[src/write_protect_consts.svh]
// Purpose: constants for the register write-protection gate
// Assumes: byte-wide register port, 20-bit byte address
// Notes:   definitions only
`ifndef WRITE_PROTECT_CONSTS_SVH
`define WRITE_PROTECT_CONSTS_SVH

`define WP_ADDR_W              20
`define WP_DATA_W              8

// protection control registers
`define ADDR_WRITE_KEY         20'h00007
`define ADDR_PROTECT_MAIN      20'h4004A
`define ADDR_PROTECT_THIRD     20'h4004C
`define ADDR_PROTECT_SECOND    20'h4405F

// field positions
`define BIT_MAIN_CLOCK         0
`define BIT_MAIN_POWER         1
`define BIT_MAIN_PORT          2
`define BIT_SECOND_CLOCK3      7
`define BIT_THIRD_VOLTAGE      1

`define KEY_OPEN_VALUE         8'hAA
`define RESET_CONTROL          8'h00
`define RESET_PROTECTED        8'h00

// protected registers
`define ADDR_CLOCK_MODE_ZERO   20'h40046
`define ADDR_CLOCK_MODE_ONE    20'h40047
`define ADDR_CLOCK_MODE_TWO    20'h4004D
`define ADDR_POWER_MODE_THREE  20'h40048
`define ADDR_POWER_MODE_ZERO   20'h40044
`define ADDR_POWER_MODE_TWO    20'h40053
`define ADDR_CHIP_SEL_OUT_A    20'h40070
`define ADDR_CHIP_SEL_OUT_B    20'h40071
`define ADDR_INVERTER_CTRL_A   20'h40072
`define ADDR_INVERTER_CTRL_B   20'h40073
`define ADDR_IO_BUFFER_CTRL    20'h40074
`define ADDR_PORT9_DIRECTION   20'h40075
`define ADDR_PORT9_FSEL_3      20'h40076
`define ADDR_PORT9_FSEL_4      20'h40077
`define ADDR_PORT9_FSEL_5      20'h40078
`define ADDR_PORT9_FSEL_6      20'h40079
`define ADDR_PORT9_FSEL_7      20'h4007A
`define ADDR_PLL_CTRL_A        20'h40020
`define ADDR_PLL_CTRL_B        20'h40021
`define ADDR_CLOCK_MODE_THREE  20'h4005A
`define ADDR_VOLT_REG_CTRL     20'h40060
`define ADDR_LOW_VOLT_DET      20'h40062
`define ADDR_VOLT_DOWN_MON     20'h40064
`define ADDR_CLOCK_DIV_CTRL    20'h00004
`define ADDR_FLASH_MODE_CTRL   20'h00008
`define ADDR_PERIPH_BUS_LO     20'h0001E
`define ADDR_PERIPH_BUS_HI     20'h0001F
`define ADDR_FLASH_EXT_BUS_A   20'h00010
`define ADDR_FLASH_EXT_BUS_D   20'h00011
`define ADDR_EXT_BUS_A         20'h00012
`define ADDR_EXT_BUS_B         20'h00013
`define ADDR_EXT_BUS_C         20'h00014
`define ADDR_EXT_BUS_D         20'h00015
`define ADDR_CS_BOUNDARY_A     20'h00016
`define ADDR_CS_BOUNDARY_B     20'h00017
`define ADDR_CS_BOUNDARY_C     20'h00018

`endif

[src/write_protect_pkg.sv]
// Purpose: types for the register write-protection gate
// Assumes: write_protect_consts.svh gives the widths
// Notes:   none
`include "write_protect_consts.svh"

package write_protect_pkg;

    // which enable opens a protected register
    typedef enum logic [5:0] {
        GRP_MAIN_CLOCK  = 6'h01,
        GRP_MAIN_POWER  = 6'h02,
        GRP_MAIN_PORT   = 6'h04,
        GRP_SECOND_CLK3 = 6'h08,
        GRP_THIRD_VOLT  = 6'h10,
        GRP_KEY         = 6'h20
    } group_t;

    typedef struct packed {
        logic [`WP_ADDR_W-1:0] addr;
        logic [`WP_DATA_W-1:0] wdata;
        logic                  wr;
        logic                  rd;
    } bus_req_t;

endpackage

[src/register_write_protection.sv]
// Purpose: write-protection gate in front of system control registers
// Assumes: single clock, byte register port, read data one cycle later
// Notes:   protected register contents leave on prot_regs
// Behaviour
// - Main protect bit 0 opens writes to clock modes 0-2 and power mode 3.
// - Main bit 1 opens power modes 0/2, chip selects, inverters, IO buffer.
// - Main bit 2 opens port 9 direction, port 9 pin 3-7 selects, both PLLs.
// - Second protect bit 7 opens clock mode 3.
// - Third protect bit 1 opens the three voltage control registers.
// - Key opens clock divider, flash, bus, chip-select bounds only at 0xAA.
// - The key is a full byte and is compared as a whole.
`timescale 1ns/100ps

`include "write_protect_consts.svh"

module register_write_protection
    import write_protect_pkg::*;
#(
    parameter int N_PROT = 36
) (
    input  wire logic                         sys_clk,
    input  wire logic                         reset_n,
    input  wire bus_req_t                     bus_req,
    output logic [`WP_DATA_W-1:0]             rd_data,
    output logic [N_PROT-1:0][`WP_DATA_W-1:0] prot_regs
);

    localparam logic [`WP_ADDR_W-1:0] PROT_ADDR [N_PROT] = '{
        `ADDR_CLOCK_MODE_ZERO, `ADDR_CLOCK_MODE_ONE, `ADDR_CLOCK_MODE_TWO,
        `ADDR_POWER_MODE_THREE, `ADDR_POWER_MODE_ZERO, `ADDR_POWER_MODE_TWO,
        `ADDR_CHIP_SEL_OUT_A, `ADDR_CHIP_SEL_OUT_B, `ADDR_INVERTER_CTRL_A,
        `ADDR_INVERTER_CTRL_B, `ADDR_IO_BUFFER_CTRL, `ADDR_PORT9_DIRECTION,
        `ADDR_PORT9_FSEL_3, `ADDR_PORT9_FSEL_4, `ADDR_PORT9_FSEL_5,
        `ADDR_PORT9_FSEL_6, `ADDR_PORT9_FSEL_7, `ADDR_PLL_CTRL_A,
        `ADDR_PLL_CTRL_B, `ADDR_CLOCK_MODE_THREE, `ADDR_VOLT_REG_CTRL,
        `ADDR_LOW_VOLT_DET, `ADDR_VOLT_DOWN_MON, `ADDR_CLOCK_DIV_CTRL,
        `ADDR_FLASH_MODE_CTRL, `ADDR_PERIPH_BUS_LO, `ADDR_PERIPH_BUS_HI,
        `ADDR_FLASH_EXT_BUS_A, `ADDR_FLASH_EXT_BUS_D, `ADDR_EXT_BUS_A,
        `ADDR_EXT_BUS_B, `ADDR_EXT_BUS_C, `ADDR_EXT_BUS_D,
        `ADDR_CS_BOUNDARY_A, `ADDR_CS_BOUNDARY_B, `ADDR_CS_BOUNDARY_C
    };

    localparam group_t PROT_GROUP [N_PROT] = '{
        GRP_MAIN_CLOCK, GRP_MAIN_CLOCK, GRP_MAIN_CLOCK, GRP_MAIN_CLOCK,
        GRP_MAIN_POWER, GRP_MAIN_POWER, GRP_MAIN_POWER, GRP_MAIN_POWER,
        GRP_MAIN_POWER, GRP_MAIN_POWER, GRP_MAIN_POWER,
        GRP_MAIN_PORT, GRP_MAIN_PORT, GRP_MAIN_PORT, GRP_MAIN_PORT,
        GRP_MAIN_PORT, GRP_MAIN_PORT, GRP_MAIN_PORT, GRP_MAIN_PORT,
        GRP_SECOND_CLK3,
        GRP_THIRD_VOLT, GRP_THIRD_VOLT, GRP_THIRD_VOLT,
        GRP_KEY, GRP_KEY, GRP_KEY, GRP_KEY, GRP_KEY, GRP_KEY, GRP_KEY,
        GRP_KEY, GRP_KEY, GRP_KEY, GRP_KEY, GRP_KEY, GRP_KEY
    };

    // entries watched by the checks below
    localparam int IDX_CLK0  = 0;
    localparam int IDX_PWR0  = 4;
    localparam int IDX_PLLA  = 17;
    localparam int IDX_CLK3  = 19;
    localparam int IDX_VREG  = 20;
    localparam int IDX_CDIV  = 23;

    logic [`WP_DATA_W-1:0] key_q;
    logic [2:0]            main_q;
    logic                  second_q;
    logic                  third_q;
    logic                  key_open;
    logic [5:0]            grp_open;
    logic [`WP_DATA_W-1:0] prot_q [N_PROT];
    logic [`WP_DATA_W-1:0] rd_data_d;
    logic [`WP_DATA_W-1:0] rd_data_q;

    logic wr_key;
    logic wr_main;
    logic wr_second;
    logic wr_third;

    assign wr_key    = bus_req.wr && bus_req.addr == `ADDR_WRITE_KEY;
    assign wr_main   = bus_req.wr && bus_req.addr == `ADDR_PROTECT_MAIN;
    assign wr_second = bus_req.wr && bus_req.addr == `ADDR_PROTECT_SECOND;
    assign wr_third  = bus_req.wr && bus_req.addr == `ADDR_PROTECT_THIRD;

    // protection control registers are always writable
    always_ff @(posedge sys_clk or negedge reset_n) begin
        if (!reset_n) begin
            key_q <= `RESET_CONTROL;
        end else if (wr_key) begin
            key_q <= bus_req.wdata;
        end
    end

    always_ff @(posedge sys_clk or negedge reset_n) begin
        if (!reset_n) begin
            main_q   <= 3'h0;
            second_q <= 1'b0;
            third_q  <= 1'b0;
        end else begin
            if (wr_main) begin
                main_q <= bus_req.wdata[2:0];
            end
            if (wr_second) begin
                second_q <= bus_req.wdata[`BIT_SECOND_CLOCK3];
            end
            if (wr_third) begin
                third_q <= bus_req.wdata[`BIT_THIRD_VOLTAGE];
            end
        end
    end

    assign key_open = (key_q == `KEY_OPEN_VALUE);

    // one enable per group, ordered as the one-hot group codes
    assign grp_open = {key_open,
                       third_q,
                       second_q,
                       main_q[`BIT_MAIN_PORT],
                       main_q[`BIT_MAIN_POWER],
                       main_q[`BIT_MAIN_CLOCK]};

    generate
        for (genvar i = 0; i < N_PROT; i++) begin : g_prot
            logic hit;
            assign hit = bus_req.wr && bus_req.addr == PROT_ADDR[i];
            always_ff @(posedge sys_clk or negedge reset_n) begin
                if (!reset_n) begin
                    prot_q[i] <= `RESET_PROTECTED;
                end else if (hit && |(grp_open & PROT_GROUP[i])) begin
                    prot_q[i] <= bus_req.wdata;
                end
            end
            assign prot_regs[i] = prot_q[i];
        end
    endgenerate

    // read mux; reserved bits and unmapped addresses read zero
    always_comb begin
        rd_data_d = 8'h00;
        if (bus_req.addr == `ADDR_WRITE_KEY) begin
            rd_data_d = key_q;
        end else if (bus_req.addr == `ADDR_PROTECT_MAIN) begin
            rd_data_d = {5'h00, main_q};
        end else if (bus_req.addr == `ADDR_PROTECT_SECOND) begin
            rd_data_d = {second_q, 7'h00};
        end else if (bus_req.addr == `ADDR_PROTECT_THIRD) begin
            rd_data_d = {6'h00, third_q, 1'b0};
        end
        for (int j = 0; j < N_PROT; j++) begin
            if (bus_req.addr == PROT_ADDR[j]) begin
                rd_data_d = prot_q[j];
            end
        end
    end

    always_ff @(posedge sys_clk or negedge reset_n) begin
        if (!reset_n) begin
            rd_data_q <= 8'h00;
        end else begin
            rd_data_q <= bus_req.rd ? rd_data_d : 8'h00;
        end
    end

    assign rd_data = rd_data_q;
endmodule

[config.mk]
export PLATFORM = sky130hd
export DESIGN_NAME = register_write_protection
export DESIGN_NICKNAME = d
export VERILOG_FILES = /design/src/write_protect_pkg.sv /design/src/register_write_protection.sv
export VERILOG_INCLUDE_DIRS = /design/src
export SDC_FILE = /design/constraint.sdc
export NUM_CORES = 1
export LEC_CHECK = 0
export BUFFER_PORTS_ARGS = -buffer_cell sky130_fd_sc_hd__buf_2
export CORE_MARGIN = 3
export CORE_UTILIZATION = 55
export DETAILED_ROUTE_END_ITERATION = 12
export GPL_TIMING_DRIVEN = 0
export HOLD_SLACK_MARGIN = 0.02
export MAX_ROUTING_LAYER = met4
export PLACE_DENSITY = 0.81
export RECOVER_POWER = 25
export SLEW_MARGIN = 20
export SYNTH_ARGS = -nofsm -noshare
export SYNTH_HDL_FRONTEND = slang
export SYNTH_SLANG_ARGS = --single-unit
[constraint.sdc]
create_clock -name sys_clk -period 2.8 [get_ports sys_clk]
set_input_delay 0.42 -clock sys_clk [delete_from_list [all_inputs] [get_ports sys_clk]]
set_output_delay 0.42 -clock sys_clk [all_outputs]
set_load 0.05 [all_outputs]
==> impl_metrics.json, run 1 <==
{
  "synthCells": 1246,
  "grt_antenna_before_repair": 6,
  "wl_per_cell_um": 33.78,
  "setup_viol": 6,
  "ir_drop_v": 0.0005165,
  "crit_arrival_ns": 3.47,
  "hp-class": "input pin to flip-flop",
  "path_class": "input pin to flip-flop",
  "synth_area_leader_cell": "dfrtp_1",
  "clock_latency_ns": 0.59,
  "synth-main-ff-cell": "dfrtp_1",
  "path_max_fanout": 10,
  "cts_buffer_depth": 3,
  "firstDrtPassIters": 6,
  "rows": 59,
  "area_growth_pct": 26.06,
  "tightest_slew_ns": 1.884,
  "stdcell_area_um2": 18870,
  "synth_top_area_share_pct": 51.66,
  "grt.total_usage_pct": 46.40,
  "die-area_um2": 29230,
  "worst_clock_skew_ns": 0.01920,
  "finalSetupTns_ns": -0.5521,
  "io_pins": 328,
  "fmax_mhz": 339.3,
  "via_count": 14150,
  "fin_cells": 1989,
  "post-route-min-period_ns": 2.947,
  "floorplan.initialDensity_pct": 56.64,
  "overflow": 0,
  "cp_data_required_time_ns": 3.32,
  "grt_first_pass_wirelength_um": 95120,
  "fin_crit_sh_pct": 105.3,
  "outcome": "complete, but fails checks",
  "drcViolationCount": 0,
  "powerDensity_nw_per_um2": 495.8,
  "cap_violations": 1,
  "synth.distinct_cells": 68,
  "grt_max_degree": 104,
  "utilization_pct": 71.40,
  "h-tree-depth": 1,
  "clkSinkCount": 309,
  "startpoint_type": "input pin",
  "wl_um": 67190,
  "preCtsSetupSlack_ns": -1.682,
  "power_mw": 9.356,
  "yosysSeqAreaShare_pct": 51.66,
  "syn-cell-area_um2": 14970,
  "fin_nets": 1651,
  "cts.reportedPaths.clkPinSlew_ns": 0.07,
  "detail-route-antenna-nets": 0,
  "cts_made_buffers": 31,
  "worstSetupEndpointType": "flip-flop",
  "synth.area.top_cells": "dfrtp_1 (52%), mux2_2 (23%), a22oi_1 (2.2%)",
  "placed_cells": 1902,
  "postSynthAreaPerCell_um2": 12.01,
  "p_leak_nw": 9.723,
  "layout-drive-gt1-share_pct": 50.73,
  "via_per_inst": 7.113,
  "synth-edff-count": 0,
  "hold_viol_final": 0,
  "cts-root-buf": "clkbuf_16",
  "violations": "max-capacitance violations, max-slew violations, negative setup slack",
  "fin_ws_ns": -0.1475,
  "cts_tree": "built",
  "yosysWarningCount": 0,
  "netlist_top_cells_count": "dfrtp_1 (309), mux2_2 (301), clkbuf_1 (71)",
  "hpwl_um": 48580,
  "synth-async-reset-ratio_pct": 100.0,
  "place_congestion": 1.027,
  "grt_setup_unrepaired": "yes",
  "fp.dieH_um": 171.0,
  "ys_seq_elements": 309,
  "fp.dieW_um": 171.0,
  "slew_headroom_pct": -25.61,
  "placed_area_um2": 17100,
  "port_buffers": 315,
  "holdWs_ns": 0.2335,
  "drv_slew": 30,
  "yosysMostFrequentCell": "dfrtp_1",
  "core_area_um2": 26430,
  "drtIter0Drc": 1996,
  "syn_nets": 1278,
  "grt_pass1_vias": 13640
}
==> cells by family after synthesis <==
family	after synthesis	share of synthesized area, %
simple gates	292	11.41
compound gates	237	11.21
mux	306	22.98
flops	309	51.66
buf+inv	102	2.742
==> worst max-delay path, stage by stage <==
cell,delay [ns]
clkbuf_2,0.19
nor2b_1,0.18
clkbuf_2,0.25
nand2_1,0.34
buf_1,0.82
nor3_2,0.18
nor4_2,0.51
o21ai_2,0.19
a31oi_1,0.21
o22a_1,0.16
==> area by class of cell <==
type | instances | area, µm²
Clock buffer | 40 | 849.6
Fill cell | 1906 | 7559
Clock inverter | 18 | 198.9
Sequential cell | 309 | 7732
Timing Repair Buffer | 344 | 1944
Multi-Input combinational cell | 835 | 7236
Tap cell | 335 | 419.2
Inverter | 7 | 26.28
Antenna cell | 10 | 25.02
Buffer | 91 | 437.9
==> final timing paths <==
path | endpoint | depth (start not counted) | slack, ns | start
setup reg to reg | prot_regs[249] | 7 | 0.08 | key_q[2]
hold / removal | rd_data[5] | 3 | 0.23 | bus_req[0]
max in group asynchronous | prot_regs[98] | 4 | 0.21 | reset_n
hold reg to reg | key_q[3] | 1 | 0.53 | key_q[3]
setup / recovery | rd_data[1] | 10 | -0.15 | bus_req[11]
min in group asynchronous | prot_regs[211] | 2 | 0.89 | reset_n
==> per-layer routing <==
metal,vias to the layer above,share of wire [%],global-route usage (%)
met5,-,0,-
met4,0,6.0,20.57
met3,283,12,11.14
met2,1243,44,68.66
met1,7138,38,61.30
li1,5483,-,-
==> cell usage in the layout, fill, tap and decap left out, types with 8 or more instances in the layout <==
| cell type | count |
|---|---|
| buf_2 | 322 |
| dfrtp_1 | 309 |
| mux2_2 | 301 |
| nand2_1 | 66 |
| a22oi_1 | 44 |
| clkbuf_1 | 43 |
| o21ai_0 | 41 |
| nor2_1 | 38 |
| a21oi_1 | 36 |
| clkbuf_16 | 31 |
| clkbuf_2 | 25 |
| nand3_1 | 24 |
| buf_4 | 23 |
| and3_1 | 16 |
| nor3_1 | 15 |
| nor3_4 | 14 |
| nor2_2 | 13 |
| o22ai_1 | 13 |
| nand4_1 | 12 |
| a222oi_1 | 12 |
| a22o_1 | 11 |
| nor2_4 | 11 |
| diode_2 | 10 |
| a221oi_1 | 10 |
| nor2b_1 | 9 |
| buf_1 | 9 |
| nor4_4 | 8 |
| nor3_2 | 8 |
| nor4_1 | 8 |
| clkinv_2 | 8 |
==> flip-flops by register name, summed over array words and instances, names as in the netlist <==
| name | count |
|---|---|
| rd_data | 8 |
| key_q | 8 |
| second_q | 1 |
| main_q | 3 |
| prot_regs | 288 |
| third_q | 1 |
==> repair_timing <==
| action | 4_1_cts | 5_1_grt |
|---|---|---|
| setup buffers | 16 | 6 |
| cloned | 0 | 0 |
| setup endpoints to repair | 243 | 142 |
| hold buffers | 1 | 0 |
| endpoints found under the hold margin | 29 | 0 |
| gates resized for setup | 92 | 38 |
| pin swaps | 11 | 4 |
==> power by group <==
part | switching [mW] | internal, mW
sequential | 0.00000572 | 4.46
clock | 1.90 | 2.44
combinational | 0.452 | 0.104
total | 2.35 | 7.00
Power figures use the tool's default switching activity.
==> inputs of run 2 (changes only) <==
--- a/config.mk
+++ b/config.mk
@@ -8,12 +8,12 @@
 export LEC_CHECK = 0
 export BUFFER_PORTS_ARGS = -buffer_cell sky130_fd_sc_hd__buf_2
 export CORE_MARGIN = 3
-export CORE_UTILIZATION = 55
+export CORE_UTILIZATION = 58
 export DETAILED_ROUTE_END_ITERATION = 12
 export GPL_TIMING_DRIVEN = 0
 export HOLD_SLACK_MARGIN = 0.02
 export MAX_ROUTING_LAYER = met4
-export PLACE_DENSITY = 0.81
+export PLACE_DENSITY = 0.84
 export RECOVER_POWER = 25
 export SLEW_MARGIN = 20
 export SYNTH_ARGS = -nofsm -noshare
==> constraint.sdc (replaced) <==
create_clock -name sys_clk -period 3.8 [get_ports sys_clk]
set_input_delay 0.57 -clock sys_clk [delete_from_list [all_inputs] [get_ports sys_clk]]
set_output_delay 0.57 -clock sys_clk [all_outputs]
set_load 0.05 [all_outputs]
==> run 2 against run 1 <==
Effect of this change: power down 25%; the flow still finishes with violations (max-capacitance violations, max-slew violations, negative setup slack); non-clock buffer count fell by 17; setup slack gained 0.041 ns; first-iteration DRC count is 23% higher; worst hold slack better by 0.28 ns; critical path type unchanged; combinational power is 30% lower; final cell count is 1.4% lower; largest cell class unchanged.
==> impl_metrics.json, run 2 (synthesis results as in run 1) <==
{
  "outcome": "complete, but fails checks",
  "violations": "max-capacitance violations, max-slew violations, negative setup slack",
  "wl_per_cell_um": 34.64,
  "via_count": 14240,
  "slew_headroom_pct": -1.387,
  "crit_chain": "buf_2, clkbuf_1, clkbuf_1, nor4b_2, clkbuf_1, a22oi_1, nand3_1, o221ai_1, a32oi_1, o21ai_0, a21oi_1",
  "cts.reportedPaths.clkPinSlew_ns": 0.06,
  "wl_um": 67930,
  "fin_cells": 1961,
  "grt_pass1_vias": 14320,
  "h-tree-depth": 2,
  "clock_latency_ns": 0.52,
  "drtIter0Drc": 2456,
  "worst-path-buf-inv": 4,
  "setup_viol": 3,
  "cpMostUsedCell": "clkbuf_1",
  "post_cts_buffers": 0,
  "worstSetupEndpointType": "flip-flop",
  "overflow": 0,
  "holdWs_ns": 0.5176,
  "drcViolationCount": 0,
  "post-route-min-period_ns": 3.906,
  "drv_slew": 30,
  "detail-route-antenna-nets": 0,
  "p_leak_nw": 9.441,
  "fin_crit_sh_pct": 102.8,
  "rows": 58,
  "r2r_slack_ns": 0.70,
  "cts_made_buffers": 34,
  "final_common_cell": "buf_2",
  "power_mw": 7.060,
  "core_area_um2": 25250,
  "powerDensity_nw_per_um2": 386.9,
  "utilization_pct": 72.26,
  "crit_arrival_ns": 4.32,
  "grt.total_usage_pct": 49.30,
  "cp_data_required_time_ns": 4.21,
  "path_class": "input pin to flip-flop",
  "grt_setup_unrepaired": "yes",
  "place_congestion": 1.024,
  "seqPwrFrac_pct": 46.6,
  "cts_tree": "built",
  "slowest_delay_ns": 0.74,
  "hp-class": "input pin to flip-flop",
  "clkSinkCount": 309,
  "ir_drop_v": 0.0004163,
  "fmax_mhz": 256.0,
  "layout.cells.most_common_list": "buf_2 (324), dfrtp_1 (309), mux2_2 (301), clkbuf_1 (68), nand2_1 (67)",
  "tightest_slew_ns": 1.521,
  "swShare_pct": 24.42,
  "fp.dieH_um": 166.6,
  "largest_reg_flops": 288,
  "finalSetupTns_ns": -0.2273,
  "hold_viol_final": 0,
  "preCtsSetupSlack_ns": -0.7937,
  "firstDrtPassIters": 6,
  "path_delay_family": "compound AO/OA/AOI/OAI gates",
  "placed_cells": 1898,
  "fin_nets": 1637,
  "grt_antenna_before_repair": 5,
  "layout-drive-gt1-share_pct": 45.86,
  "area_growth_pct": 21.92,
  "cts-root-buf": "clkbuf_16",
  "grt_first_pass_wirelength_um": 98590,
  "hpwl_um": 49120,
  "io_pins": 328,
  "startpoint_type": "input pin",
  "cap_violations": 1,
  "p_comb_share_pct": 5.5,
  "net-switching-power_mw": 1.724,
  "port_buffers": 315,
  "grt_max_degree": 106,
  "cts_buffer_depth": 3,
  "fin_ws_ns": -0.1064,
  "worst_clock_skew_ns": 0.02365,
  "fp.dieW_um": 166.6,
  "die-area_um2": 27770,
  "path_max_fanout": 10,
  "stdcell_area_um2": 18250,
  "slowest_stage": "nor4b_2",
  "floorplan.initialDensity_pct": 59.27,
  "internal-power_mw": 5.336,
  "clockPowerShare_pct": 47.9,
  "via_per_inst": 7.262,
  "placed_area_um2": 17100
}
[run 2: changes by cell type in the layout (fill, tap and decap cells not counted), sizes merged]
cell / previous run / this run
clkinvlp: 3 / 1
bufinv: 3 / 2
diode: 10 / 2
inv: 9 / 8
clkbuf: 107 / 122
buf: 366 / 341
clkdlybuf4s15: 1 / 0
[run 2: power by group through the flow]
stage | sequential (mW) | combinational [mW] | clock (mW)
2_1_floorplan | 3.35 | 0.138 | 0
5_1_grt | 3.29 | 0.397 | 3.48
4_1_cts | 3.29 | 0.374 | 3.34
3_3_place_gp | 3.35 | 0.349 | 0
3_5_place_dp | 3.35 | 0.369 | 0
6_report | 3.29 | 0.388 | 3.38
[run 2: final timing paths]
| path | end | cells after the start | from |
|---|---|---|---|
| max in group asynchronous | prot_regs[169] | 3 | reset_n |
| setup reg to reg | prot_regs[211] | 6 | key_q[2] |
| hold reg to reg | prot_regs[120] | 1 | prot_regs[120] |
| min in group asynchronous | prot_regs[20] | 2 | reset_n |
| hold / removal | rd_data[5] | 3 | bus_req[0] |
| setup / recovery | rd_data[3] | 11 | bus_req[12] |
[run 2: per-layer routing]
| layer | wire (µm) | GRT usage [%] | up-vias |
|---|---|---|---|
| met5 | 0 | - | - |
| met4 | 4720 | 25.61 | 0 |
| met3 | 9305 | 14.24 | 371 |
| met2 | 29120 | 70.67 | 1427 |
| met1 | 24780 | 64.24 | 7002 |
| li1 | - | - | 5440 |
[run 2: cell type report]
| type | count | area [µm²] |
|---|---|---|
| timing repair buffer | 323 | 1637 |
| clock inverter | 14 | 133.9 |
| multi-input combinational | 835 | 6909 |
| sequential | 309 | 7732 |
| inverter | 7 | 26.28 |
| clock buffer | 46 | 997.2 |
| fill | 1727 | 7005 |
| buffer | 95 | 395.4 |
| tap | 330 | 412.9 |
| antenna | 2 | 5.005 |
[run 2: worst register-to-register path, stage by stage (launching register included)]
cell	delay, ns
dfrtp_1	0.40
nor4bb_1	0.31
nand3_1	0.11
nor4b_1	0.34
clkbuf_1	0.43
nand4_1	0.81
mux2_2	0.58
[run 2: timing repair]
action	CTS	global route
endpoints found under the setup margin	5	8
gates resized for setup	6	19
cloned	0	0
hold buffers	1	0
hold endpoints to repair	26	0
